## src/rtl/ccs_map.vh

```
// Register map, field positions and reset values of the clock switch block.
`ifndef CCS_MAP_VH
`define CCS_MAP_VH

// ----------------------------------------------------------------------
// Byte addresses on the AHB-Lite bus
// ----------------------------------------------------------------------
`define CCS_ADDR_W          14
`define CCS_OFS_CLOCK_CTRL  14'h0080
`define CCS_OFS_PERIPH_GATE 14'h2d00

// ----------------------------------------------------------------------
// Clock switch control fields
// ----------------------------------------------------------------------
`define CCS_BIT_METER_SEL   7
`define CCS_BIT_QUICK_WAKE  6
`define CCS_BIT_QUICK_SLEEP 5
`define CCS_BIT_METER_GATE  4
`define CCS_BIT_DISP_GATE   3
`define CCS_BIT_SLEEP_HI    2
`define CCS_BIT_SLEEP_LO    1
`define CCS_BIT_CPU_SEL     0

// Sleep field codes.
`define CCS_SLEEP_NONE      2'b00
`define CCS_SLEEP_DEEP      2'b10

// ----------------------------------------------------------------------
// Reset values and timing
// ----------------------------------------------------------------------
`define CCS_RST_CLOCK_CTRL  8'h00
`define CCS_RST_PERIPH_GATE 8'h00
// Quick-wake PLL output frequency in hertz.
`define CCS_QUICK_PLL_HZ    3276800
// Longest source return time in OSC cycles.
`define CCS_SWITCH_CYCLES   1

`endif

```

## src/rtl/ccs_clock_switch.v

```verilog
// Clock source switch, sleep entry and peripheral gating with AHB-Lite.
`timescale 1ns/10ps
`default_nettype none
`include "ccs_map.vh"

module ccs_clock_switch (
  // Clock and reset.
  input  wire        hclk,
  input  wire        hresetn,
  // AHB-Lite slave.
  input  wire        hsel,
  input  wire [31:0] haddr,
  input  wire [1:0]  htrans,
  input  wire        hwrite,
  input  wire [2:0]  hsize,
  input  wire [31:0] hwdata,
  input  wire        hready,
  output wire        hreadyout,
  output wire        hresp,
  output reg  [31:0] hrdata,
  // System status and events.
  input  wire        power_good_status,
  input  wire        wake_event,
  input  wire        power_recover,
  input  wire        wake_keep_state,
  // Clock source and gating controls.
  output wire        cpu_osc_enable,
  output wire        cpu_pll_enable,
  output wire        meter_osc_enable,
  output wire        meter_pll_enable,
  output reg         pll_quick_enable,
  output wire        cpu_domain_clock_run,
  output wire        meter_domain_clock_run,
  output wire        display_domain_clock_run,
  output wire        fourth_domain_clock_run,
  output wire        analog_write_block,
  output wire        sleep_active,
  output wire        deep_sleep_active,
  output reg         system_reset_req,
  // Peripheral gates.
  output wire        pulse_width_clockgen_gate,
  output wire        general_serial_enable,
  output wire        port_group_ten_gate,
  output wire        port_group_nine_gate,
  output wire        port_groups_low_gate,
  output wire        extended_serial_two_gate,
  output wire        extended_serial_one_gate,
  output wire        first_timer_gate
);

  // --------------------------------------------------------------------
  // Local constants
  // --------------------------------------------------------------------
  localparam [2:0] ST_RUN   = 3'b001;
  localparam [2:0] ST_SLEEP = 3'b010;
  localparam [2:0] ST_DEEP  = 3'b100;
  localparam       DOM_CPU   = 0;
  localparam       DOM_METER = 1;

  // --------------------------------------------------------------------
  // State
  // --------------------------------------------------------------------
  reg  [1:0]  sel_req_q;      // Requested source per domain, 1 is PLL.
  reg  [1:0]  sel_act_q;      // Source actually driving each domain.
  reg  [1:0]  sel_gap_q;      // Both mux legs off during a change.
  reg         quick_wake_q;
  reg         quick_sleep_q;
  reg         meter_gate_q;
  reg         disp_gate_q;
  reg  [1:0]  sleep_fld_q;
  reg  [7:0]  periph_q;
  reg  [2:0]  pstate_q;
  reg  [2:0]  pstate_d;
  reg         wr_pend_q;
  reg         wr_csc_q;
  reg         wr_prc_q;
  reg  [7:0]  ctrl_rd;
  wire        addr_ok;
  wire        hit_csc;
  wire        hit_prc;
  wire [7:0]  wd;
  wire        wr_csc;
  wire        wr_prc;
  wire        cpu_idle_osc;
  wire        wake_now;

  // --------------------------------------------------------------------
  // AHB-Lite slave
  // --------------------------------------------------------------------
  // The slave never stalls and always answers OKAY.
  assign hreadyout = 1'b1;
  assign hresp     = 1'b0;
  assign addr_ok   = hsel & hready & htrans[1];
  assign hit_csc   = haddr[`CCS_ADDR_W-1:0] == `CCS_OFS_CLOCK_CTRL;
  assign hit_prc   = haddr[`CCS_ADDR_W-1:0] == `CCS_OFS_PERIPH_GATE;
  assign wd        = hwdata[7:0];
  assign wr_csc    = wr_pend_q & wr_csc_q;
  assign wr_prc    = wr_pend_q & wr_prc_q;

  // Clock switch register as software sees it; selects show the live
  // source, not the request, so a poll tells when a change is done.
  always @* begin
    ctrl_rd = 8'h00;
    ctrl_rd[`CCS_BIT_METER_SEL]   = sel_act_q[DOM_METER];
    ctrl_rd[`CCS_BIT_QUICK_WAKE]  = quick_wake_q;
    ctrl_rd[`CCS_BIT_QUICK_SLEEP] = quick_sleep_q;
    ctrl_rd[`CCS_BIT_METER_GATE]  = meter_gate_q;
    ctrl_rd[`CCS_BIT_DISP_GATE]   = disp_gate_q;
    ctrl_rd[`CCS_BIT_SLEEP_HI]    = sleep_fld_q[1];
    ctrl_rd[`CCS_BIT_SLEEP_LO]    = sleep_fld_q[0];
    ctrl_rd[`CCS_BIT_CPU_SEL]     = sel_act_q[DOM_CPU];
  end

  // Address phase capture; read data is registered here so it stands
  // in the data phase. Unmapped addresses read zero.
  always @(posedge hclk or negedge hresetn) begin
    if (!hresetn) begin
      wr_pend_q <= 1'b0;
      wr_csc_q  <= 1'b0;
      wr_prc_q  <= 1'b0;
      hrdata    <= 32'h0000_0000;
    end else begin
      wr_pend_q <= addr_ok & hwrite;
      wr_csc_q  <= hit_csc;
      wr_prc_q  <= hit_prc;
      if (addr_ok & ~hwrite) begin
        if (hit_csc) begin
          hrdata <= {24'h00_0000, ctrl_rd};
        end else if (hit_prc) begin
          hrdata <= {24'h00_0000, periph_q};
        end else begin
          hrdata <= 32'h0000_0000;
        end
      end
    end
  end

  // --------------------------------------------------------------------
  // Control register updates
  // --------------------------------------------------------------------
  assign wake_now = wake_event & (pstate_q != ST_RUN);

  // Hardware clears come first, so a write in the same cycle wins.
  always @(posedge hclk or negedge hresetn) begin
    if (!hresetn) begin
      sel_req_q        <= 2'b00;
      quick_wake_q     <= 1'b0;
      quick_sleep_q    <= 1'b0;
      meter_gate_q     <= 1'b0;
      disp_gate_q      <= 1'b0;
      sleep_fld_q      <= `CCS_SLEEP_NONE;
      pll_quick_enable <= 1'b0;
      periph_q         <= `CCS_RST_PERIPH_GATE;
    end else begin
      if (wake_event | power_recover) begin
        quick_wake_q  <= 1'b0;
        quick_sleep_q <= 1'b0;
      end
      if (wake_now) begin
        sleep_fld_q <= `CCS_SLEEP_NONE;
      end
      if (wr_csc) begin
        // Select bits of the write are ignored while quick-wake holds the lock; a quick-sleep write still moves the CPU select.
        if (!quick_wake_q) begin
          sel_req_q[DOM_METER] <= wd[`CCS_BIT_METER_SEL];
          sel_req_q[DOM_CPU]   <= wd[`CCS_BIT_CPU_SEL];
        end
        meter_gate_q <= wd[`CCS_BIT_METER_GATE];
        disp_gate_q  <= wd[`CCS_BIT_DISP_GATE];
        sleep_fld_q  <= {wd[`CCS_BIT_SLEEP_HI], wd[`CCS_BIT_SLEEP_LO]};
        // Quick-wake is ignored entirely while quick-sleep is set.
        if (!quick_sleep_q) begin
          quick_wake_q <= wd[`CCS_BIT_QUICK_WAKE];
          if (wd[`CCS_BIT_QUICK_WAKE]) begin
            pll_quick_enable   <= 1'b1;
            sel_req_q[DOM_CPU] <= 1'b1;
          end
        end
        quick_sleep_q <= wd[`CCS_BIT_QUICK_SLEEP];
        if (wd[`CCS_BIT_QUICK_SLEEP]) begin
          sel_req_q[DOM_CPU] <= 1'b0;
          pll_quick_enable   <= 1'b0;
        end
      end
      if (wr_prc) begin
        periph_q <= wd;
      end
    end
  end

  // --------------------------------------------------------------------
  // Break-before-make source muxes, one per domain
  // --------------------------------------------------------------------
  // A change first turns both legs off for one cycle, then brings up
  // the new leg; the extra cycle costs latency but prevents runt pulses.
  genvar gd;
  generate
    for (gd = 0; gd < 2; gd = gd + 1) begin : g_dom
      always @(posedge hclk or negedge hresetn) begin
        if (!hresetn) begin
          sel_act_q[gd] <= 1'b0;
          sel_gap_q[gd] <= 1'b0;
        end else if (sel_gap_q[gd]) begin
          sel_act_q[gd] <= sel_req_q[gd];
          sel_gap_q[gd] <= 1'b0;
        end else if (sel_req_q[gd] != sel_act_q[gd]) begin
          sel_gap_q[gd] <= 1'b1;
        end
      end
    end
  endgenerate

  assign cpu_osc_enable   = ~sel_act_q[DOM_CPU] & ~sel_gap_q[DOM_CPU];
  assign cpu_pll_enable   = sel_act_q[DOM_CPU] & ~sel_gap_q[DOM_CPU];
  assign meter_osc_enable = ~sel_act_q[DOM_METER] & ~sel_gap_q[DOM_METER];
  assign meter_pll_enable = sel_act_q[DOM_METER] & ~sel_gap_q[DOM_METER];

  // Any domain on its way back to OSC shuts out analog writes.
  assign analog_write_block = |(sel_gap_q & sel_act_q);

  // --------------------------------------------------------------------
  // Power state machine
  // --------------------------------------------------------------------
  assign cpu_idle_osc = ~sel_req_q[DOM_CPU] & ~sel_act_q[DOM_CPU] &
                        ~sel_gap_q[DOM_CPU];

  // Sleep is only entered once the CPU domain really runs on OSC.
  always @* begin
    pstate_d = pstate_q;
    case (pstate_q)
      ST_RUN: begin
        if (!power_good_status && cpu_idle_osc) begin
          if (quick_sleep_q) begin
            pstate_d = ST_SLEEP;
          end else if (sleep_fld_q == `CCS_SLEEP_DEEP) begin
            pstate_d = ST_DEEP;
          end else if (sleep_fld_q != `CCS_SLEEP_NONE) begin
            pstate_d = ST_SLEEP;
          end
        end
      end
      ST_SLEEP, ST_DEEP: begin
        if (wake_event) begin
          pstate_d = ST_RUN;
        end
      end
      default: begin
        pstate_d = ST_RUN;
      end
    endcase
  end

  // Wakeup without keep-state asks the system for a full reset.
  always @(posedge hclk or negedge hresetn) begin
    if (!hresetn) begin
      pstate_q         <= ST_RUN;
      system_reset_req <= 1'b0;
    end else begin
      pstate_q         <= pstate_d;
      system_reset_req <= wake_now & ~wake_keep_state;
    end
  end

  assign sleep_active      = pstate_q == ST_SLEEP;
  assign deep_sleep_active = pstate_q == ST_DEEP;

  // --------------------------------------------------------------------
  // Clock run enables
  // --------------------------------------------------------------------
  assign cpu_domain_clock_run    = pstate_q == ST_RUN;
  assign fourth_domain_clock_run = pstate_q == ST_RUN;
  assign meter_domain_clock_run  = ~meter_gate_q;
  // The display gate only bites with both domains settled on PLL.
  assign display_domain_clock_run =
    ~(disp_gate_q & cpu_pll_enable & meter_pll_enable);

  // --------------------------------------------------------------------
  // Peripheral gates
  // --------------------------------------------------------------------
  assign pulse_width_clockgen_gate = periph_q[7];
  assign general_serial_enable     = periph_q[6];
  assign port_group_ten_gate       = periph_q[5];
  assign port_group_nine_gate      = periph_q[4];
  assign port_groups_low_gate      = periph_q[3];
  assign extended_serial_two_gate  = periph_q[2];
  assign extended_serial_one_gate  = periph_q[1];
  assign first_timer_gate          = periph_q[0];

  // Size is never checked; every access acts on the low byte, so it steers nothing.
  wire unused_ok = &{1'b0, hsize, haddr[31:`CCS_ADDR_W], hwdata[31:8]};

endmodule // ccs_clock_switch

`default_nettype wire

```

## config.mk

```make
export PLATFORM = sky130hd
export DESIGN_NAME = ccs_clock_switch
export DESIGN_NICKNAME = d
export VERILOG_FILES = /design/src/rtl/ccs_clock_switch.v
export VERILOG_INCLUDE_DIRS = /design/src /design/src/rtl
export SDC_FILE = /design/constraint.sdc
export NUM_CORES = 1
export LEC_CHECK = 0
export BUFFER_PORTS_ARGS = -buffer_cell sky130_fd_sc_hd__buf_2
export CORE_MARGIN = 1
export CORE_UTILIZATION = 36
export DETAILED_ROUTE_END_ITERATION = 12
export PLACE_DENSITY_LB_ADDON = 0.12
export SLEW_MARGIN = 10
export SYNTH_ARGS = -nofsm -noshare
export SYNTH_HDL_FRONTEND = slang
export SYNTH_SLANG_ARGS = --single-unit
```

## constraint.sdc

```tcl
create_clock -name hclk -period 1.23 [get_ports hclk]
set_input_delay 0.123 -clock hclk [delete_from_list [all_inputs] [get_ports hclk]]
set_output_delay 0.123 -clock hclk [all_outputs]
set_load 0.005 [all_outputs]
```

**After elaboration in Yosys (flattened, before gate mapping)**

Index checks and enable logic that the tools add are counted.

- Bits in registers: 60
- Input bits: 78
- Output and inout bits: 55
- Word-level logic and storage cells: 97

- Equal/unequal tests: 13
- Muxes and demuxes: 26
- Bitwise logic cells: 28
- Reductions and logical operators: 11

Operators by type and width:

| cell | number |
|---|---|
| $and 1x1->1 | 16 |
| $mux 1 | 16 |
| $mux 8 | 2 |
| $mux 3 | 5 |
| $eq 14x14->1 const B | 1 |
| $eq 14x8->1 const B | 1 |
| $not 1->1 | 10 |
| $reduce_bool 2->1 | 4 |
| $pmux 3 s2 | 1 |
| $reduce_and 3->1 | 2 |
| $mux 2 | 2 |
| $ne 2x2->1 const B | 2 |
| $ne 4x1->1 const B | 1 |
| $reduce_or 2->1 | 2 |
| $eq 3x1->1 const B | 1 |
| $eq 3x2->1 const B | 1 |
| $eq 3x3->1 const B | 1 |
| $ne 3x1->1 const B | 1 |
| $and 2x2->2 | 1 |
| $eq 2x2->1 const B | 1 |
| $ne 1x1->1 | 2 |
| $ne 2x1->1 const B | 1 |
| $reduce_and 2->1 | 1 |
| $logic_and 1x1->1 | 1 |
| 2 further kinds | 2 |

**Longest topological paths before layout**

Gate-level depths: netlist of run 1.

- Word-level depth: 6
- Gate-level depth with buffers: 6
- Mapped depth without buffers: 6

**Least setup slack after synthesis of run 1**

No wires, ideal clock.

- Path kind: reg2reg
- Start point: register sel_act_q[0], in the netlist ctrl_rd[0]
- End point: register pstate_q[0]
- Library setup time: 90 ps
- Data arrival time: 1,194 ps
- Required time: 1,140 ps
- Setup slack: -54 ps
- Stages on the path, launching flop included: 7
- Buffers on the path: 0
- Period minus slack after synthesis: 1,284 ps
- Path through: dfrtp_1 > inv_1 > ha_1 > nor3b_1 > o311ai_0 > a21oi_1 > a31oi_1

- Word-level cells in the longest chain between the ends: 6

RTL lines:

| element | RTL line | RTL |
|---|---|---|
| start: declaration | ccs_clock_switch.v:64 | `reg [1:0] sel_act_q;` |
| start signal: indexed assignment | ccs_clock_switch.v:204 | `sel_act_q[gd] <= sel_req_q[gd];` |
| $not 1->1 | ccs_clock_switch.v:224 | `assign cpu_idle_osc = ~sel_req_q[DOM_CPU] & ~sel_act_q[DOM_CPU] &` |
| $and 1x1->1 (2 in series) | ccs_clock_switch.v:224 |  |
| $logic_and 1x1->1 | ccs_clock_switch.v:232 | `if (!power_good_status && cpu_idle_osc) begin` |
| $ne 2x1->1 (no source line) | - |  |
| $reduce_and 3->1 (no source line) | - |  |
| end signal: assignment | ccs_clock_switch.v:259 | `pstate_q <= pstate_d;` |
| end: declaration | ccs_clock_switch.v:72 | `reg [2:0] pstate_q;` |

Every way passes these cells.
A chain may end at the register's enable or synchronous reset.

**Worst setup path after layout of run 1**

- Start point: register pstate_q[0]
- End point: output port fourth_domain_clock_run

- Word-level cells in the longest chain between the ends: 1

RTL lines:

| element | RTL line | RTL |
|---|---|---|
| $eq 3x1->1 | ccs_clock_switch.v:271 | `assign fourth_domain_clock_run = pstate_q == ST_RUN;` |
| end: declaration | ccs_clock_switch.v:35 | `output wire fourth_domain_clock_run,` |

Every way passes these cells.

==> results by group, run 1 <==
Routing
  • Detailed Route Iter0 Violations: 28
  • Remaining antenna violation count: 0
  • Number of remaining DRC errors: 0
  • Vias: 1483
  • Post-DR vias/cell: 4.58
  • Wirelength per Cell: 11.9 um
  • Initial DRT Pass Iterations: 4
  • DRT Wirelength: 3.87 mm

Final layout
  • Nets: 335
  • # diodes: 0
  • Fraction of layout cells with a size suffix above 1: 52.1%
  • Finished layout cell area: 0.00250 sq mm
  • Area Growth Syn to Fin: 37.3%
  • Finished Layout Cells: 324
  • Fillers: 470

Power and ir drop
  • Leak pwr: 0.00130 uW
  • PD cells: 1060 mW/mm^2
  • Reg power frac: 48.1%
  • Int Pwr: 1980 uW
  • Sw Share: 25.2%
  • Logic gate share of total power: 20.3%
  • Clock share of power: 31.7%
  • P_sw: 668 uW
  • Total design power: 2650 uW
  • Peak supply drop: 0.602 mV

STA
  • Unrepaired setup endpoints after global routing: yes
  • Setup TNS: -0.253 ns
  • Skew final: 0.00717 ns
  • Hold Slack: 0.0840 ns
  • # setup viols final: 8
  • PnR worst setup slack: -0.0674 ns
  • Min cycle time layout: 1.30 ns
  • Final worst-path cycle share: 105%
  • Fmax: 771 MHz
  • Final Hold Fails: 0
  • Final-report max-slew violation count: 0

Synth
  • Yosys top cell area share: 48.1%
  • Synthesized area: 0.00182 sq mm
  • Most common flop cell mapped by yosys: dfrtp_1
  • Netlist cell types: 37
  • Commonest cells post-synth: dfrtp_1, buf_4, nor2_1, mux2_2, nand2_1
  • Count of flip-flops with a built-in enable after synthesis: 0
  • Seq/Total Area, Yosys: 49.5%
  • Synth Instances: 166
  • Largest area contributor in the netlist: dfrtp_1
  • Count leader, synth: dfrtp_1
  • Synthesized area per cell: 11.0 sq um
  • Ys Warns: 0
  • Synth top area cells: dfrtp_1, buf_4, mux2_2
  • Synthesized flop and latch total: 36
  • Post-synth ARST share: 100%

Setup path
  • Setup crit end kind: primary output
  • CP Launch Type: flip-flop
  • Slowest CP cell: dfstp_2
  • CP Cell Sequence: nor3b_4, buf_2
  • CP delay by family, top: flip-flops
  • WP data arrival: 1.17 ns
  • Buf+Inv Stages, Crit Path: 1
  • Critical path peak fanout: 4
  • CP required: 1.11 ns
  • Setup Crit Path Kind: flip-flop to primary output
  • Largest stage delay, worst path: 0.55 ns

Global routing
  • GRT Util Overall: 16.0%
  • Initial antenna violation count: 0
  • Largest net degree at the start of global routing: 26
  • Number of global-route vias before repair: 1380
  • Congestion Overflow GR: 0
  • First-pass GRT wire length: 6.41 mm

Floorplan
  • Die Width: 73.1 um
  • Die Ht: 73.1 um
  • Site Rows: 25
  • Starting density of the core: 38.1%
  • Die Area: 0.00535 sq mm
  • Core footprint: 0.00479 sq mm
  • Boundary Pins: 133

Worst hold path
  • Worst hold path type: input pin to flip-flop

Place
  • Post-DP HPWL: 2.89 mm
  • I/O Buffers: 60
  • Placed insts: 309
  • Placed inst area: 0.00227 sq mm
  • Final GP Congestion: 0.732

Clocking
  • CTS buffer count: 5
  • CTS tree: done
  • Clock Root Buffer: clkbuf_8
  • Sinks on Clock Net: 36
  • CTS Buffer Depth: 2
  • H-tree depth: 2
  • Worst-path clk slew: 0.07 ns
  • Clk_lat worst skew: 0.28 ns

Job
  • Max_cap viols: 0

Status
  • Violations in the final reports: setup timing
  • Status: finished, violations left
==> metrics by stage <==
step	utilization, %	setup WS (ns)
after CTS	51.3	-0.0870
after detailed placement	47.5	-0.144
after global routing	52.3	-0.149
final	52.3	-0.0674
after floorplan	-	0.000261
after global placement	47.5	-0.124
==> flip-flops by register name, summed over array words and instances (netlist names), 2 cells and up <==
signal       flops
sleep_fld_q      2
sel_gap_q        2
pstate_q         3
periph_q         8
ctrl_rd          2
hrdata           8
sel_req_q        2
==> cell families (layout without fill, tap and decap cells) <==
kind of cell               after synthesis  count (layout)  share of synthesized area, %
buffers and inverters                   32              99                          12.2
muxes                                   11              11                          6.80
other                                    2              26                         0.412
xor gates and xnor gates                 1               1                         0.481
adders and majority gates                1               1                         0.687
AOI/OAI and AO/OA                       22              22                          9.48
and+or+nand+nor                         61              61                          20.5
DFF                                     36              36                          49.5
==> area by class of cell <==
| cell class | count | area [sq um] | share of cell area (%) |
|---|---|---|---|
| clock inverters | 2 | 10.0 | 0.400 |
| multi-input cells | 122 | 857 | 34.3 |
| well taps | 67 | 83.8 | 3.35 |
| clock buffers | 6 | 82.6 | 3.30 |
| flip-flops and latches | 36 | 905 | 36.2 |
| inverters | 4 | 15.0 | 0.600 |
| repair buffers | 87 | 548 | 21.9 |
==> worst register-to-register path, delay by kind of cell, from the launching register on <==
family	cells	cell delay [ns]
flip-flops	1	0.40
AND/OR/NAND/NOR	2	0.31
AO/OA/AOI/OAI	1	0.13
adder cells (fa/ha/maj)	1	0.14
buffers and inverters	2	0.21
==> power by group through the flow <==
stage / Combinational (uW) / Sequential, uW / Clock, uW
finish: 537 / 1270 / 838
global route: 594 / 1280 / 923
CTS: 513 / 1270 / 868
detailed placement: 413 / 1290 / 0
global placement: 405 / 1290 / 0
floorplan: 198 / 1300 / 0
==> worst paths after layout <==
check	start	end	slack, ns	cells after the start
worst max-delay path	pstate_q[0]	fourth_domain_clock_run	-0.07	2
worst min-delay path	hwdata[3]	periph_q[3]	0.08	2
worst max register to register	ctrl_rd[0]	pstate_q[2]	-0.03	6
worst min register to register	pstate_q[1]	pstate_q[2]	0.51	1
max in group asynchronous	hresetn	sel_req_q[0]	0.54	3
min in group asynchronous	hresetn	sel_gap_q[1]	0.27	2
==> what timing repair did <==
action                     in CTS  in global routing
setup buffers                   4                  1
hold buffers                    2                  0
hold endpoints to repair       11                  0
gates resized for setup        11                 10
pin swaps                       4                  7
setup endpoints to repair      11                 15
==> cells in the final DEF (no fill, tap or decap), types with 2 or more instances in the layout <==
cell type       n
nor2_1         12
nand4_1         2
dlygate4sd3_1   2
conb_1         26
clkinv_2        2
a221o_1         8
mux2_2         11
nor2b_1         3
buf_4          19
buf_6           4
buf_2          60
dfrtp_1        33
nand2_1         8
nand3_2         2
inv_1           3
a21oi_1         4
dfrtp_2         2
nor3b_4         2
a21o_1          2
buf_12          2
nand3_1         6
and2_2          8
clkbuf_8        6
nor3_2          2
==> routing by layer <==
metal  vias up  wire length [um]  global-route usage [%]
met5         -                 0                       0
met4         0                40                    5.23
met3         4               256                    3.31
met2        70              1840                    25.5
met1       696              1730                    21.6
li1        713                 -                       -
Note: power is estimated with default switching activity, not from simulation.
==> run 2: changes to the inputs <==
--- a/config.mk
+++ b/config.mk
@@ -8,7 +8,7 @@
 export LEC_CHECK = 0
 export BUFFER_PORTS_ARGS = -buffer_cell sky130_fd_sc_hd__buf_2
 export CORE_MARGIN = 1
-export CORE_UTILIZATION = 36
+export CORE_UTILIZATION = 43
 export DETAILED_ROUTE_END_ITERATION = 12
 export PLACE_DENSITY_LB_ADDON = 0.12
 export SLEW_MARGIN = 10
==> constraint.sdc (replaced) <==
create_clock -name hclk -period 1.5 [get_ports hclk]
set_input_delay 0.15 -clock hclk [delete_from_list [all_inputs] [get_ports hclk]]
set_output_delay 0.15 -clock hclk [all_outputs]
set_load 0.005 [all_outputs]
==> run 2 against run 1 <==
  * Hold slack better by 0.017 ns
  * Count of clock-buffer cells in the layout shrank 1
  * First-iteration DRC count rose to 3.2 times the previous value
  * The run now ends clean
  * Combinational power shrank 50%
  * Die area shrank 16%
  * Cell count shrank 11%
  * Worst setup slack better by 0.23 ns
  * Via count is 6.7% lower
  * Non-clock buffer count down 19
  * Total power down 19%
  * Clock power down 0.5%
  * Flip-flop and latch count unchanged
==> results by group, run 2 (synthesis gave the netlist of run 1 again) <==
Status
  • Status: finished, final reports clean

Setup path
  • Slowest CP cell: dfstp_2
  • CP required: 1.35 ns (+0.24 ns)
  • CP delay by family, top: flip-flops
  • Flop-to-flop setup slack: 0.20 ns (+0.23 ns)
  • WP data arrival: 1.19 ns (+0.02 ns)
  • Reg-to-reg endpoint: pstate_q[0]
  • CP Cell Sequence: nor3b_2, buf_2
  • Largest stage delay, worst path: 0.57 ns (+0.02 ns)
  • Setup Crit Path Kind: flip-flop to primary output
  • Crit Reg-Reg Startpoint: sel_req_q[0]
  • CP Launch Type: flip-flop
  • Critical path peak fanout: 6 (+2)
  • Buf+Inv Stages, Crit Path: 1 (unchanged)
  • Setup crit end kind: primary output
  • Reg2Reg Depth: 6 (unchanged)

Final layout
  • Finished Layout Cells: 288 (-11%)
  • Most frequent cells in the layout: buf_2, dfrtp_1, conb_1, nor2_1, mux2_2
  • Final Util: 56.3% (+4.0 points)
  • Fraction of layout cells with a size suffix above 1: 43.3% (-8.9 points)
  • Nets: 316 (-5.7%)
  • Leading cell type in the layout, fill and taps excluded: buf_2
  • # diodes: 0 (unchanged)
  • Area Growth Syn to Fin: 24.5%
  • Top flop regs: hrdata: 8 flops, periph_q: 8 flops, pstate_q: 3 flops

Floorplan
  • Starting density of the core: 45.2% (+7.2 points)
  • Core footprint: 0.00403 sq mm (-16%)
  • Die Area: 0.00450 sq mm (-16%)
  • Boundary Pins: 133 (unchanged)
  • Die Width: 67.1 um (-8.3%)
  • Site Rows: 23 (-8.0%)
  • Die Ht: 67.1 um (-8.3%)

Place
  • I/O Buffers: 60 (unchanged)
  • Placed insts: 278 (-10%)
  • Post-DP HPWL: 2.59 mm (-10%)
  • Final GP Congestion: 0.746 (+2.0%)

Routing
  • Number of remaining DRC errors: 0 (unchanged)
  • DRT met1 WL: 1.58 mm (-8.8%)
  • DR top layer: met4
  • DRT Wirelength: 3.41 mm (-12%)
  • Met2 wire length: 1.56 mm (-15%)
  • Post-DR vias/cell: 4.80 (+4.9%)
  • Vias: 1383 (-6.7%)
  • Wirelength per Cell: 11.8 um (-0.74%)
  • Initial DRT Pass Iterations: 4 (unchanged)
  • Detailed Route Iter0 Violations: 89 (+220%)
  • Remaining antenna violation count: 0 (unchanged)
  • Met3 Routed Length: 212 um (-17%)

Worst hold path
  • Hold_sp: hwdata[3]
  • Worst Hold End: disp_gate_q
  • Hold depth: 2 (unchanged)
  • Worst hold path type: input pin to flip-flop

Job
  • Max_cap viols: 0 (unchanged)

Clocking
  • Sinks on Clock Net: 36 (unchanged)
  • Clock Root Buffer: clkbuf_8
  • Post-CTS Setup Inserts: 0 (-4)
  • H-tree depth: 2 (unchanged)
  • CTS tree: done
  • CTS buffer count: 5 (unchanged)
  • Worst-path clk slew: 0.07 ns (about the same)
  • CTS Buffer Depth: 2 (unchanged)
  • Clk_lat worst skew: 0.29 ns (about the same)

Global routing
  • GRT Util Overall: 16.9% (+0.94 points)
  • Congestion Overflow GR: 0 (unchanged)
  • Number of global-route vias before repair: 1176 (-15%)
  • First-pass GRT wire length: 5.45 mm (-15%)
  • Largest net degree at the start of global routing: 37 (+42%)
  • Initial antenna violation count: 0 (unchanged)

STA
  • Final-report max-slew violation count: 0 (unchanged)
  • Unrepaired setup endpoints after global routing: no
  • Min cycle time layout: 1.34 ns
  • Setup TNS: 0 ns (+0.253 ns)
  • Fmax: 747 MHz
  • # setup viols final: 0 (-8)
  • Final Hold Fails: 0 (unchanged)
  • Final worst-path cycle share: 89.3%
  • Skew final: 0.00521 ns (-0.00195 ns)

Power and ir drop
  • Leak pwr: 0.00119 uW (-8.9%)
  • Total design power: 2150 uW (-19%)
  • Peak supply drop: 0.569 mV (-5.5%)
  • PD cells: 950 mW/mm^2 (-10%)
==> run 2: layout make-up <==
| class | instances | area (sq um) |
|---|---|---|
| fill | 374 | 1760 |
| timing repair buffer | 68 | 378 |
| inverter | 4 | 15.0 |
| clock inverter | 3 | 42.5 |
| clock buffer | 5 | 68.8 |
| multi-input combinational | 122 | 798 |
| sequential | 36 | 902 |
| tap | 50 | 62.6 |
==> run 2: where the power goes <==
part           internal (uW)  switching (uW)  leakage [uW]
registers               1010            38.2      0.000470
logic                    137             133      0.000664
clock network            491             343     0.0000541
total                   1640             514       0.00119
==> run 2: through the flow <==
stage	cell area, sq um	worst slack [ns]	hold slack [ns]
2_1_floorplan	1910	0.216	-0.146
3_3_place_gp	2130	0.0575	0.217
3_5_place_dp	2130	0.0648	0.215
4_1_cts	2260	0.0467	0.0892
5_1_grt	2270	0.0513	0.100
6_report	2270	0.161	0.101
==> run 2: worst register-to-register path, cell delays in order (launching register included) <==
cell and delay, ns:
dfrtp_1 0.40, inv_1 0.06, ha_1 0.13, nor3b_2 0.22
o311ai_0 0.18, a21oi_1 0.18, a31oi_1 0.06
==> run 2: worst max path at each step <==
| stage | start | to | slack, ns | depth (start not counted) |
|---|---|---|---|---|
| after floorplan | ctrl_rd[0] | pstate_q[0] | 0.22 | 6 |
| after global placement | sel_req_q[0] | pstate_q[0] | 0.06 | 6 |
| after detailed placement | sel_req_q[0] | pstate_q[0] | 0.06 | 6 |
| after CTS | sel_req_q[0] | pstate_q[0] | 0.05 | 6 |
| after global routing | sel_req_q[0] | pstate_q[0] | 0.05 | 6 |
| final | pstate_q[0] | cpu_domain_clock_run | 0.16 | 2 |
==> run 2: routing by layer <==
metal,up-vias,GRT usage [%]
met5,-,0
met4,0,8.78
met3,5,4.11
met2,54,24.6
met1,643,23.0
li1,681,-
==> run 2: repair_timing <==
item | 4_1_cts | 5_1_grt
endpoints found under the hold margin | 36 | 0
endpoints found under the setup margin | 0 | 3
hold buffers | 2 | 0
resized for setup | 0 | 2
